<file path="src/common/fsbb_defs.svh">
`ifndef FSBB_DEFS_SVH
`define FSBB_DEFS_SVH

// system clock rate in hertz
`define FSBB_CLK_HZ 10000000

// the two selectable switching rates in hertz
`define FSBB_RATE_LO_HZ 250000
`define FSBB_RATE_HI_HZ 420000

// switching_rate_select codes
`define FSBB_SEL_LO 2'b00
`define FSBB_SEL_HI 2'b01

// period lengths in system clock cycles
`define FSBB_LO_CYC (`FSBB_CLK_HZ / `FSBB_RATE_LO_HZ)
`define FSBB_HI_CYC (`FSBB_CLK_HZ / `FSBB_RATE_HI_HZ)

// fixed middle phase of the buck-boost pattern, percent of period
`define FSBB_BB_MID_PCT 75

// dither span for the higher rate, percent of period
`define FSBB_DITHER_PCT 11
`define FSBB_DITHER_CYC ((`FSBB_HI_CYC * `FSBB_DITHER_PCT) / 100)

// non-overlap time between partner switches, rounded up to cycles
`define FSBB_DEADTIME_NS 100
`define FSBB_DEADTIME_CYC ((`FSBB_DEADTIME_NS * (`FSBB_CLK_HZ / 1000000) + 999) / 1000)

`endif

</file>
<file path="src/common/fsbb_pkg.sv">
package fsbb_pkg;

    // operating mode, gray along buck -> buck-boost -> boost
    typedef enum logic [1:0] {
        FSBB_MODE_BUCK  = 2'b00,
        FSBB_MODE_BB    = 2'b01,
        FSBB_MODE_BOOST = 2'b11
    } fsbb_mode_t;

    // phase inside one switching period, gray along idle -> on -> mid -> off
    typedef enum logic [1:0] {
        FSBB_PH_IDLE = 2'b00,
        FSBB_PH_ON   = 2'b01,
        FSBB_PH_MID  = 2'b11,
        FSBB_PH_OFF  = 2'b10
    } fsbb_phase_t;

    // analog supervisor flags that steer mode changes
    typedef struct packed {
        logic near_min_off; // buck off time close to its minimum
        logic near_min_on;  // boost on time close to its minimum
        logic vin_high;     // input about 10% above output
        logic vin_low;      // input about 10% below output
    } fsbb_mode_req_t;

endpackage : fsbb_pkg

</file>
<file path="src/hdl/fsbb_deadtime.sv">
`timescale 1ns/1ps
`include "fsbb_defs.svh"

// one half-bridge driver with break-before-make
module fsbb_deadtime
    import fsbb_pkg::*;
(
    // clock and reset
    input wire logic clk_sys_i,
    input wire logic sys_rst_i,
    // command
    input wire logic en_i,
    input wire logic hi_cmd_i,
    // gate drives
    output logic hi_o,
    output logic lo_o
);

    localparam logic [3:0] DT_CYC = 4'(`FSBB_DEADTIME_CYC);

    logic hi_reg; // high side gate
    logic lo_reg; // low side gate
    logic [3:0] dt_reg; // non-overlap countdown

    // requested gate levels, both off while disabled
    wire want_hi = en_i & hi_cmd_i;
    wire want_lo = en_i & ~hi_cmd_i;
    // a gate that is on but no longer wanted
    wire wrong = (hi_reg & ~want_hi) | (lo_reg & ~want_lo);
    wire both_off = ~hi_reg & ~lo_reg;
    wire dt_done = (dt_reg == 4'h0);

    // break first, wait, then make; the partner never sees an overlap
    always_ff @(posedge clk_sys_i) begin
        if (sys_rst_i) begin
            hi_reg <= 1'b0;
            lo_reg <= 1'b0;
            dt_reg <= DT_CYC;
        end else if (wrong) begin
            hi_reg <= 1'b0;
            lo_reg <= 1'b0;
            dt_reg <= DT_CYC;
        end else if (both_off && !dt_done) begin
            dt_reg <= dt_reg - 4'h1;
        end else if (both_off) begin
            hi_reg <= want_hi;
            lo_reg <= want_lo;
        end
    end

    assign hi_o = hi_reg;
    assign lo_o = lo_reg;

endmodule : fsbb_deadtime

</file>
<file path="src/hdl/fsbb_pwm.sv">
`timescale 1ns/1ps
`include "fsbb_defs.svh"

module fsbb_pwm
    import fsbb_pkg::*;
(
    // clock and reset
    input wire logic clk_sys_i,
    input wire logic sys_rst_i,
    // configuration
    input wire logic [1:0] switching_rate_select_i,
    // current comparator, high when switch current hits demand
    input wire logic cur_at_demand_i,
    // mode steering flags
    input wire fsbb_mode_req_t mode_req_i,
    // power switch drives, high turns the switch on
    output logic input_high_switch_o,
    output logic input_low_switch_o,
    output logic output_low_switch_o,
    output logic output_high_switch_o,
    // status
    output fsbb_mode_t mode_o,
    output logic period_start_o
);

    // period lengths held at counter width
    localparam logic [5:0] LO_CYC = 6'(`FSBB_LO_CYC);
    localparam logic [5:0] HI_CYC = 6'(`FSBB_HI_CYC);
    localparam logic [5:0] DITH_CYC = 6'(`FSBB_DITHER_CYC);
    // dither sweeps from HI_CYC-DITH_CYC to HI_CYC+DITH_CYC
    localparam logic [5:0] DITH_TOP = 6'(2 * `FSBB_DITHER_CYC);
    localparam logic [7:0] MID_PCT = 8'(`FSBB_BB_MID_PCT);

    // state
    logic [5:0] cnt_reg; // cycle within the period
    logic [5:0] len_reg; // length of the running period
    logic [5:0] dith_reg; // sawtooth dither step
    logic [5:0] mid_reg; // remaining cycles of the middle phase
    logic started_reg; // first period has begun
    logic start_p_reg; // period start pulse
    fsbb_mode_t mode_reg; // operating mode
    fsbb_phase_t phase_reg; // phase inside the period

    // next-state values
    logic [5:0] cnt_next;
    logic [5:0] len_next;
    logic [5:0] dith_next;
    logic [5:0] mid_next;
    fsbb_mode_t mode_next;
    fsbb_phase_t phase_next;

    // bridge commands: index 0 input bridge, 1 output bridge
    logic [1:0] br_hi_cmd;
    logic [1:0] br_hi;
    logic [1:0] br_lo;

    // end of the running period, the next edge starts a new one
    wire tick = (cnt_reg == len_reg - 6'h1);

    // rate decode; reserved codes fall back to the low rate
    wire sel_hi = (switching_rate_select_i == `FSBB_SEL_HI);

    // dithered high-rate length, spreads the spectrum of the high rate
    wire [5:0] hi_len = HI_CYC - DITH_CYC + dith_reg;

    // next period length chosen at each boundary
    wire [5:0] new_len = sel_hi ? hi_len : LO_CYC;

    // middle phase length: 75 percent of the running period
    wire [13:0] mid_prod = {8'h00, len_reg} * {6'h00, MID_PCT};
    wire [5:0] mid_len = 6'(mid_prod / 14'd100);

    // comparator trip while the controlled switch conducts
    wire trip = (phase_reg == FSBB_PH_ON) && cur_at_demand_i;

    // mid phase runs out
    wire mid_done = (mid_reg == 6'h0);

    // gates are driven only once switching has begun
    wire drive_en = started_reg;

    // period counter and length
    always_comb begin
        cnt_next = tick ? 6'h0 : cnt_reg + 6'h1;
        len_next = tick ? new_len : len_reg;
    end

    // dither advances once per period, wraps after the top step
    always_comb begin
        if (tick && sel_hi) begin
            dith_next = (dith_reg >= DITH_TOP) ? 6'h0 : dith_reg + 6'h1;
        end else if (tick) begin
            dith_next = 6'h0; // low rate runs undithered
        end else begin
            dith_next = dith_reg;
        end
    end

    // mode selection, only at a period boundary so a period
    // never mixes two patterns
    always_comb begin
        mode_next = mode_reg;
        if (tick) begin
            unique case (mode_reg)
                FSBB_MODE_BUCK: begin
                    // off time about to clip: hand over to buck-boost
                    if (mode_req_i.near_min_off) begin
                        mode_next = FSBB_MODE_BB;
                    end
                end
                FSBB_MODE_BB: begin
                    // buck wins when both flags show, input clearly high
                    if (mode_req_i.vin_high) begin
                        mode_next = FSBB_MODE_BUCK;
                    end else if (mode_req_i.vin_low) begin
                        mode_next = FSBB_MODE_BOOST;
                    end
                end
                FSBB_MODE_BOOST: begin
                    // on time about to clip: hand over to buck-boost
                    if (mode_req_i.near_min_on) begin
                        mode_next = FSBB_MODE_BB;
                    end
                end
                default: begin
                    // unused code, recover through buck-boost
                    mode_next = FSBB_MODE_BB;
                end
            endcase
        end
    end

    // phase sequencing inside a period
    always_comb begin
        phase_next = phase_reg;
        mid_next = mid_reg;
        if (tick) begin
            // every boundary re-arms the controlled switch
            phase_next = FSBB_PH_ON;
        end else begin
            unique case (phase_reg)
                FSBB_PH_IDLE: begin
                    // waiting for the first boundary after reset
                    phase_next = FSBB_PH_IDLE;
                end
                FSBB_PH_ON: begin
                    if (trip && mode_reg == FSBB_MODE_BB) begin
                        // buck-boost: second pair for a fixed share;
                        // the count ends at zero, so load one less
                        phase_next = FSBB_PH_MID;
                        mid_next = mid_len - 6'h1;
                    end else if (trip) begin
                        phase_next = FSBB_PH_OFF;
                    end
                end
                FSBB_PH_MID: begin
                    // cut short at the boundary if the share overruns
                    if (mid_done) begin
                        phase_next = FSBB_PH_OFF;
                    end else begin
                        mid_next = mid_reg - 6'h1;
                    end
                end
                FSBB_PH_OFF: begin
                    // no retrigger inside the period
                    phase_next = FSBB_PH_OFF;
                end
            endcase
        end
    end

    // pattern decode into half-bridge high-side commands
    always_comb begin
        br_hi_cmd = 2'b00;
        unique case (mode_reg)
            FSBB_MODE_BUCK: begin
                // input high on, then input low; output high held on
                br_hi_cmd[0] = (phase_reg == FSBB_PH_ON);
                br_hi_cmd[1] = 1'b1;
            end
            FSBB_MODE_BOOST: begin
                // output low on, then output high; input high held on
                br_hi_cmd[0] = 1'b1;
                br_hi_cmd[1] = (phase_reg != FSBB_PH_ON);
            end
            FSBB_MODE_BB: begin
                // on: in-high/out-low, mid: in-high/out-high,
                // off: in-low/out-high
                br_hi_cmd[0] = (phase_reg != FSBB_PH_OFF);
                br_hi_cmd[1] = (phase_reg != FSBB_PH_ON);
            end
            default: begin
                // unused mode code: both bridges to low side
                br_hi_cmd = 2'b00;
            end
        endcase
    end

    // counter, length and dither registers
    always_ff @(posedge clk_sys_i) begin
        if (sys_rst_i) begin
            cnt_reg <= 6'h00;
            len_reg <= LO_CYC;
            dith_reg <= 6'h00;
        end else begin
            cnt_reg <= cnt_next;
            len_reg <= len_next;
            dith_reg <= dith_next;
        end
    end

    // mode, phase and middle-phase registers
    always_ff @(posedge clk_sys_i) begin
        if (sys_rst_i) begin
            mode_reg <= FSBB_MODE_BUCK;
            phase_reg <= FSBB_PH_IDLE;
            mid_reg <= 6'h00;
        end else begin
            mode_reg <= mode_next;
            phase_reg <= phase_next;
            mid_reg <= mid_next;
        end
    end

    // start flag and period pulse
    always_ff @(posedge clk_sys_i) begin
        if (sys_rst_i) begin
            started_reg <= 1'b0;
            start_p_reg <= 1'b0;
        end else begin
            started_reg <= started_reg | tick;
            start_p_reg <= tick;
        end
    end

    // one driver per half-bridge; deadtime delays each gate
    // by a few cycles, traded for a hard guarantee against overlap
    genvar gi;
    generate
        for (gi = 0; gi < 2; gi++) begin : g_bridge
            fsbb_deadtime u_dt (
                .clk_sys_i(clk_sys_i),
                .sys_rst_i(sys_rst_i),
                .en_i(drive_en),
                .hi_cmd_i(br_hi_cmd[gi]),
                .hi_o(br_hi[gi]),
                .lo_o(br_lo[gi])
            );
        end
    endgenerate

    // outputs, all straight from flip-flops
    assign input_high_switch_o = br_hi[0];
    assign input_low_switch_o = br_lo[0];
    assign output_high_switch_o = br_hi[1];
    assign output_low_switch_o = br_lo[1];
    assign mode_o = mode_reg;
    assign period_start_o = start_p_reg;

endmodule : fsbb_pwm

</file>
<file path="config.mk">
export PLATFORM = sky130hd
export DESIGN_NAME = fsbb_pwm
export DESIGN_NICKNAME = d
export VERILOG_FILES = /design/src/common/fsbb_pkg.sv /design/src/hdl/fsbb_deadtime.sv /design/src/hdl/fsbb_pwm.sv
export VERILOG_INCLUDE_DIRS = /design/src /design/src/common
export SDC_FILE = /design/constraint.sdc
export NUM_CORES = 1
export LEC_CHECK = 0
export BUFFER_PORTS_ARGS = -buffer_cell sky130_fd_sc_hd__clkbuf_2
export CAP_MARGIN = 20
export CORE_ASPECT_RATIO = 0.5
export CORE_MARGIN = 4
export CORE_UTILIZATION = 30
export DETAILED_ROUTE_END_ITERATION = 8
export HOLD_SLACK_MARGIN = 0.06
export PLACE_DENSITY_LB_ADDON = 0.15
export RECOVER_POWER = 25
export REMOVE_ABC_BUFFERS = 1
export SLEW_MARGIN = 0
export SYNTH_ARGS = -nofsm -noshare
export SYNTH_HDL_FRONTEND = slang
export SYNTH_SLANG_ARGS = --single-unit
</file>
<file path="constraint.sdc">
create_clock -name clk_sys_i -period 19.6 [get_ports clk_sys_i]
set_clock_uncertainty 0.05 [all_clocks]
set_input_delay 3.92 -clock clk_sys_i [delete_from_list [all_inputs] [get_ports clk_sys_i]]
set_output_delay 3.92 -clock clk_sys_i [all_outputs]
set_load 0.01 [all_outputs]
</file>
==> metrics, run 1 <==
first-pass GRT wire length=16100 um; nets=544; CP startpoint=len_reg[3]; CORE AREA=0.0128 mm2; post-route ant nets=0; Crit path arrival time=7.59 ns; Register-to-Register Setup Slack=12.09 ns; die height=89.6 um; worst hold path type=flip-flop to flip-flop; Die Area=0.0153 mm2; Ys Warns=0; n_diodes=0; Critical Path Sink Type=flip-flop; final setup fails=0; die width=171 um; outcome=finished clean; #FFs+latches synth=42; maximum VDD drop=0.0332 mV; Post-synth EDFFs=0; clock tree from TritonCTS=done; Power Density=52.7 mW/mm2; DRT iter0 DRCs=153; WL final=9480 um; RSZ-0062 raised after global routing=false; critical path data required time=19.68 ns; post-route setup TNS=0 ns; number of buffers created by CTS=5; # clock sinks=42; grt total ovfl=0; CTS clk-pin slew, worst paths=0.06 ns; LEAKAGE=1.61 nW; buffer levels on the longest clock path=2; Worst-Margin Slew=0.993 ns; share of layout cells above drive strength 1=0.121; H-tree lvl count=2; r2r endpoint=mid_reg[4]; CTS Hold Bufs=0; CTS resizes=0; Design Area, Final=0.00439 mm2; hold depth=1; Max Cap Violations=0; hold path start=cnt_reg[0]; Wirelength per Cell=14.3 um; initial antenna violation count=0; Vias/cell=5.28; routability congestion estimate=0.763; area grow syn2layout=10.1%; Root Driver=clkbuf_16; Multi-input gate area=0.00300 mm2; relative slew slack=0.336; crit-path most repeated cell=ha_1; register area=841 um2; Row Count=29; Slew Limit Fails=0; # IOs=16; Worst R2R Path Depth=25; worst skew pair latency=0.28 ns; largest fanout on the critical path=8; crit-path max cell delay=0.71 ns; Tmin final=7.51 ns; top_reg_cell synth=dfxtp_1; Post-synth ARST share=0; vias=3503; DRC violations left=0; FF-to-FF Start=len_reg[3]; Initial Utilization=0.311; Critical Path Start Type=flip-flop; Fillers=1364; Mapped Cells=486; postcts setup bufs=0; max reg flops=8; synthesized cell area=0.00399 mm2; Avg Cell Area, Syn=8.21 um2; largest net degree at the start of global routing=22; CP Class=flip-flop to flip-flop; final hold slack=0.432 ns; Hold EP=cnt_reg[0]; post-synthesis sequential area ratio=0.211; vias in the first global route=3225; commonest non-fill, non-tap cell in the layout=nand2_1; CP max stage cell=mux2i_1; Tot GR Track Use=0.128; Max Clk Rate=133 MHz; Hold Fails Final Rpt=0; Port Buffers=15; 1st-pass router iterations=6; Final period util=0.383; commonest cells after routing, fill and taps aside=nand2_1, nor2_1, dfxtp_1, ha_1, a21oi_1; post-synth cell types=91; Area after DPL=0.00423 mm2; dpl hpwl=7390 um
cell usage after synthesis (4+ instances only):
library cell / count / share of area
nand2_1: 46 / 0.043
nor2_1: 43 / 0.040
dfxtp_1: 42 / 0.21
ha_1: 36 / 0.11
a21oi_1: 32 / 0.040
inv_1: 23 / 0.022
o21ai_0: 16 / 0.020
xnor2_1: 16 / 0.035
nand3_1: 15 / 0.019
nor3_1: 15 / 0.019
o211ai_1: 13 / 0.024
xor2_1: 13 / 0.029
clkbuf_1: 12 / 0.011
and2_1: 10 / 0.016
a211oi_1: 9 / 0.017
o21a_1: 7 / 0.013
and3_1: 5 / 0.0078
fa_1: 5 / 0.025
nand2b_1: 5 / 0.0078
nor4_1: 5 / 0.0078
or3_1: 5 / 0.0078
a31oi_1: 4 / 0.0063
nand3b_1: 4 / 0.0075
o21ai_1: 4 / 0.0050
o22ai_1: 4 / 0.0063
where the power goes:
group,total (mW),switching [mW],internal (mW)
clock,0.0970,0.0341,0.0629
combinational,0.0351,0.0187,0.0164
sequential,0.0994,0.00585,0.0935
total,0.231,0.0586,0.173
layer usage:
metal,track usage,part of all wire
met1,0.195,0.55
met2,0.192,0.42
met3,0.0265,0.034
met4,0.0151,0.0036
met5,0,0
layout make-up:
type                    instances  share of cell area
clock buffers                   6              0.0316
multi-input cells             406               0.684
well taps                     170              0.0484
repair buffers                 16              0.0185
flip-flops and latches         42               0.191
inverters                      23              0.0196
clock inverters                 1             0.00683
through the flow:
step / std cells / total power, mW / worst slack, ns / util
5_1_grt: 664 / 0.244 / 11.45 / 0.342
3_5_place_dp: 657 / 0.136 / 12.10 / 0.329
6_report: 664 / 0.231 / 12.09 / 0.342
2_1_floorplan: 471 / 0.129 / 13.10 / -
4_1_cts: 664 / 0.234 / 12.08 / 0.342
3_3_place_gp: 657 / 0.136 / 12.12 / 0.329
worst max-delay path by stage:
stage	cells after the start	to	slack, ns
floorplan	26	mid_reg[4]	13.10
global placement	25	mid_reg[4]	12.12
detailed placement	25	mid_reg[4]	12.10
CTS	25	mid_reg[4]	12.08
global route	26	mid_reg[4]	11.45
finish	25	mid_reg[4]	12.09
cell families after synthesis:
family	count (synthesis)	synth area share
simple gates	175	0.218
buf+inv	38	0.0367
flops	42	0.211
mux	6	0.0169
compound gates	152	0.306
fa+ha+maj	42	0.140
xor+xnor	31	0.0718
critical path: cells and delay by family (launching register included):
family | cells | cell delay [ns]
adder cells (fa/ha/maj) | 5 | 1.89
flip-flops | 1 | 0.48
AO/OA/AOI/OAI | 10 | 2.24
buffers and inverters | 1 | 0.15
multiplexers | 2 | 0.89
XOR/XNOR | 1 | 0.42
AND/OR/NAND/NOR | 6 | 1.19
Power figures use the tool's default switching activity.
==> run 2: changes to the inputs <==
clock period = 6.4 ns   (was 19.6 ns; I/O delays follow)
==> run 2 against run 1 <==
Net effect: sequential cell count stayed put; clock power rose to 3.0 times the previous value; largest power group unchanged; cell count grew 16%; highest routed layer unchanged; via count up 13%; wire length rose by 18%; global-route usage increased by 1.3 points; final area increased by 34%; sequential power rose to 3.1 times the previous value; critical path depth rose by 5.
==> metrics, run 2 (synthesis gave the netlist of run 1 again) <==
outcome=finished clean; H-tree lvl count=2; LEAKAGE=2.22 nW; vias=3966; CORE AREA=0.0128 mm2; Critical Path Start Type=flip-flop; die width=171 um; Design Area, Final=0.00591 mm2; FF-to-FF Start=len_reg[3]; clock network fraction of total power=0.417; Port Buffers=15; Tot GR Track Use=0.142; grt total ovfl=0; final setup fails=0; post-route ant nets=0; RSZ-0062 raised after global routing=true; clock tree from TritonCTS=done; Worst-Margin Slew=0.756 ns; Slew Limit Fails=0; CTS Hold Bufs=0; CP startpoint=len_reg[3]; number of buffers created by CTS=5; Critical Path Sink Type=flip-flop; share of layout cells above drive strength 1=0.406; routability congestion estimate=0.800; CTS clk-pin slew, worst paths=0.07 ns; Row Count=29; Tmin final=6.20 ns; Worst R2R Path Depth=30; worst hold path type=flip-flop to flip-flop; CP endpoint=mid_reg[4]; Final WS setup=0.204 ns; relative slew slack=0.495; Net Sw Power=184 uW; # clock sinks=42; Wirelength per Cell=14.5 um; Register-to-Register Setup Slack=0.20 ns; area grow syn2layout=48.0%; die height=89.6 um; Fillers=1228; crit-path max cell delay=0.48 ns; maximum VDD drop=0.102 mV; hold path start=cnt_reg[0]; Pint=521 uW; Root Driver=clkbuf_16; commonest cells after routing, fill and taps aside=buf_4, nand2_1, dfxtp_1, nor2_1, a21oi_1; critical path data required time=6.51 ns; Cell Count, Final, Fillers Out=773; Power Density=119 mW/mm2; vias in the first global route=3651; first-pass GRT wire length=17900 um; sw frac=0.261; Hold Fails Final Rpt=0; Crit path arrival time=6.31 ns; final core occ=0.460; largest net degree at the start of global routing=22; Final period util=0.968; WL final=11200 um; n_diodes=0; initial antenna violation count=0; Bufs and invs on worst path=5; cell family with most CP delay=compound AO/OA/AOI/OAI gates; 1st-pass router iterations=4; buffer levels on the longest clock path=2; Max Clk Rate=161 MHz; commonest non-fill, non-tap cell in the layout=buf_4; Vias/cell=5.13; CP Class=flip-flop to flip-flop; dpl hpwl=8070 um; max reg flops=8; Initial Utilization=0.311; largest fanout on the critical path=5; Max Cap Violations=0; CP max stage cell=fa_2; r2r endpoint=mid_reg[4]; DRC violations left=0; combinational share of power=0.151; critical path depth in cells=30; Placed Cells=729; post-place setup slack=-0.208 ns; final hold slack=0.431 ns; worst skew pair latency=0.29 ns; nets=652; Die Area=0.0153 mm2; DRT iter0 DRCs=206; # IOs=16; Seq pwr share=0.431; Area after DPL=0.00477 mm2
[run 2: changes by cell type in the layout (fill, tap and decap cells not counted), sizes merged]
cell      before  now
buf            1  109
clkinvlp       0    1
[run 2: cell type report]
cell class / count / area, um2 / area share
Clock buffer: 6 / 129 / 0.0218
Clock inverter: 2 / 37.5 / 0.00635
Inverter: 23 / 86.3 / 0.0146
Multi-Input combinational cell: 406 / 3660 / 0.620
Sequential cell: 42 / 845 / 0.143
Tap cell: 170 / 213 / 0.0360
Timing Repair Buffer: 124 / 937 / 0.159
[run 2: through the flow]
stage	TNS [ns]	power, mW
3_3_place_gp	-0.182	0.416
5_1_grt	-0.210	0.746
2_1_floorplan	-0.164	0.394
3_5_place_dp	-0.376	0.416
4_1_cts	0	0.713
6_report	0	0.705
[run 2: metal layers]
layer / GRT usage / share of wire
met4: 0.0151 / 0.0066
met2: 0.222 / 0.44
met5: 0 / 0
met3: 0.0252 / 0.021
met1: 0.210 / 0.53
[run 2: worst min-delay path by stage]
stage	endpoint	slack [ns]	depth (start not counted)
floorplan	cnt_reg[0]	0.39	1
global placement	cnt_reg[0]	0.42	1
detailed placement	cnt_reg[0]	0.42	1
CTS	cnt_reg[0]	0.43	1
global route	cnt_reg[0]	0.46	1
finish	cnt_reg[0]	0.43	1
[run 2: power groups by stage]
stage / registers (mW) / clock network [mW] / logic, mW
after detailed placement: 0.308 / 0 / 0.108
after floorplan: 0.306 / 0 / 0.0888
final: 0.304 / 0.294 / 0.107
after global routing: 0.307 / 0.311 / 0.128
after global placement: 0.310 / 0 / 0.106
after CTS: 0.304 / 0.301 / 0.108
[run 2: repair_timing]
item | in CTS | in global routing
setup buffers | 10 | 26
endpoints found under the setup margin | 4 | 6
gates cloned | 0 | 0
resized for setup | 35 | 93
pin swaps | 17 | 64
==> run 3: changes to the inputs <==
CORE_UTILIZATION = 57   (was 30)
GPL_TIMING_DRIVEN = 0   (was not set)
==> run 3 against run 2 <==
Net effect: the flow now finishes with violations (DRC, setup timing); clock-buffer cell count shrank 1; die area shrank 45%; register-to-register slack lost 0.73 ns; sequential share of layout area grew 1.1 points; worst hold slack gained 0.016 ns; critical path type unchanged; setup slack lost 0.73 ns.
==> metrics, run 3 (synthesis gave the netlist of run 1 again) <==
Crit path arrival time=7.09 ns; CP Class=flip-flop to flip-flop; Worst-Margin Slew=1.13 ns; vias in the first global route=3615; # IOs=16; final setup fails=5; Root Driver=clkbuf_16; routability congestion estimate=0.873; number of buffers created by CTS=5; hold path start=g_bridge[1].u_dt.dt_reg[2]; Port Buffers=15; Row Count=21; Critical Path Start Type=flip-flop; Power Density=127 mW/mm2; commonest non-fill, non-tap cell in the layout=buf_4; outcome=finished, violations left; hold depth=2; Fillers=322; LEAKAGE=2.08 nW; DRT iter0 DRCs=591; RSZ-0062 raised after global routing=true; CTS Hold Bufs=0; register area=861 um2; Max Clk Rate=144 MHz; Tot GR Track Use=0.250; r2r endpoint=mid_reg[4]; FF-to-FF Start=len_reg[4]; WL final=14700 um; Hold Fails Final Rpt=0; share of layout cells above drive strength 1=0.377; buffer levels on the longest clock path=2; Tmin final=6.93 ns; Multi-input gate area=0.00376 mm2; worst skew pair latency=0.29 ns; initial antenna violation count=0; area grow syn2layout=40.3%; Initial Utilization=0.593; grt total ovfl=0; Critical Path Sink Type=flip-flop; Wirelength per Cell=22.7 um; largest fanout on the critical path=9; Slew Limit Fails=0; H-tree lvl count=2; vias=4567; failing checks=DRC, setup timing; Hold EP=g_bridge[1].u_dt.dt_reg[2]; die width=126 um; max reg flops=8; worst hold path type=flip-flop to flip-flop; Worst R2R Path Depth=29; largest net degree at the start of global routing=22; CORE AREA=0.00673 mm2; Die Area=0.00849 mm2; first-pass GRT wire length=17500 um; nets=608; CP max stage cell=or4_4; # clock sinks=42; CTS clk-pin slew, worst paths=0.07 ns; final core occ=0.832; Max Cap Violations=0; commonest cells after routing, fill and taps aside=buf_4, nand2_1, nor2_1, dfxtp_1, ha_1; critical path data required time=6.56 ns; Register-to-Register Setup Slack=-0.53 ns; die height=67.2 um; maximum VDD drop=0.104 mV; Final WS setup=-0.530 ns; final hold slack=0.447 ns; crit-path max cell delay=0.53 ns; clock tree from TritonCTS=done; post-route setup TNS=-2.07 ns; n_diodes=0; Vias/cell=7.02; Final period util=1.08; 1st-pass router iterations=8; DRC violations left=1; dpl hpwl=6390 um; post-place setup slack=-1.01 ns; post-route ant nets=0; relative slew slack=0.243
run 3: changes by cell type in the layout (fill, tap and decap cells not counted), sizes merged:
cell | previous run | this run
clkbuf | 21 | 20
inv | 23 | 24
clkinv | 0 | 1
clkdlybuf4s18 | 0 | 1
buf | 109 | 64
clkinvlp | 1 | 0
run 3: area by class of cell:
type | instances | share of cell area
sequential | 42 | 0.154
multi-input combinational | 406 | 0.672
clock inverter | 3 | 0.00782
timing repair buffer | 80 | 0.106
clock buffer | 5 | 0.0224
inverter | 23 | 0.0168
tap | 92 | 0.0206
run 3: what timing repair did:
item / in CTS / in global routing
buffers inserted: 37 / 30
resized for setup: 73 / 79
endpoints found under the hold margin: 0 / 0
setup endpoints to repair: 6 / 6
pin swaps: 31 / 59
run 3: where the power goes:
part / total (mW) / switching (mW) / internal (mW)
Sequential: 0.302 / 0.0181 / 0.284
Clock: 0.299 / 0.114 / 0.185
Combinational: 0.111 / 0.0601 / 0.0508
Total: 0.712 / 0.193 / 0.520
run 3: per-layer routing:
metal  part of all wire  up-vias  global-route usage
met1               0.40     2159               0.335
met4              0.052        0              0.0709
met3               0.10      107              0.0529
met5                  0        -                   0
li1                   -     1949                   -
met2               0.45      352               0.415
run 3: worst max path at each step:
stage                     from          to  slack [ns]  depth (start not counted)
floorplan           len_reg[3]  mid_reg[4]       -0.10                         26
finish              len_reg[4]  mid_reg[4]       -0.53                         29
CTS                 len_reg[4]  mid_reg[4]      0.0002                         29
detailed placement  len_reg[3]  mid_reg[4]       -1.01                         25
global route        len_reg[4]  mid_reg[4]       -0.67                         29
global placement    len_reg[3]  mid_reg[4]       -1.02                         25
run 3: through the flow:
step                      std cells  instance area, um2  power, mW
after floorplan                 471                3930      0.394
after global placement          578                4120      0.415
after detailed placement        579                4130      0.419
after CTS                       624                4940      0.711
after global routing            651                5600      0.742
final                           651                5600      0.712
run 3: worst max-delay path, delay by kind of cell (launching register included):
kind	cells	cell delay (ns)
AOI/OAI and AO/OA	9	2.08
adders and majority gates	5	1.63
and+or+nand+nor	9	1.59
buffers and inverters	4	0.58
DFF	1	0.41
xor gates and xnor gates	1	0.30
muxes	1	0.20
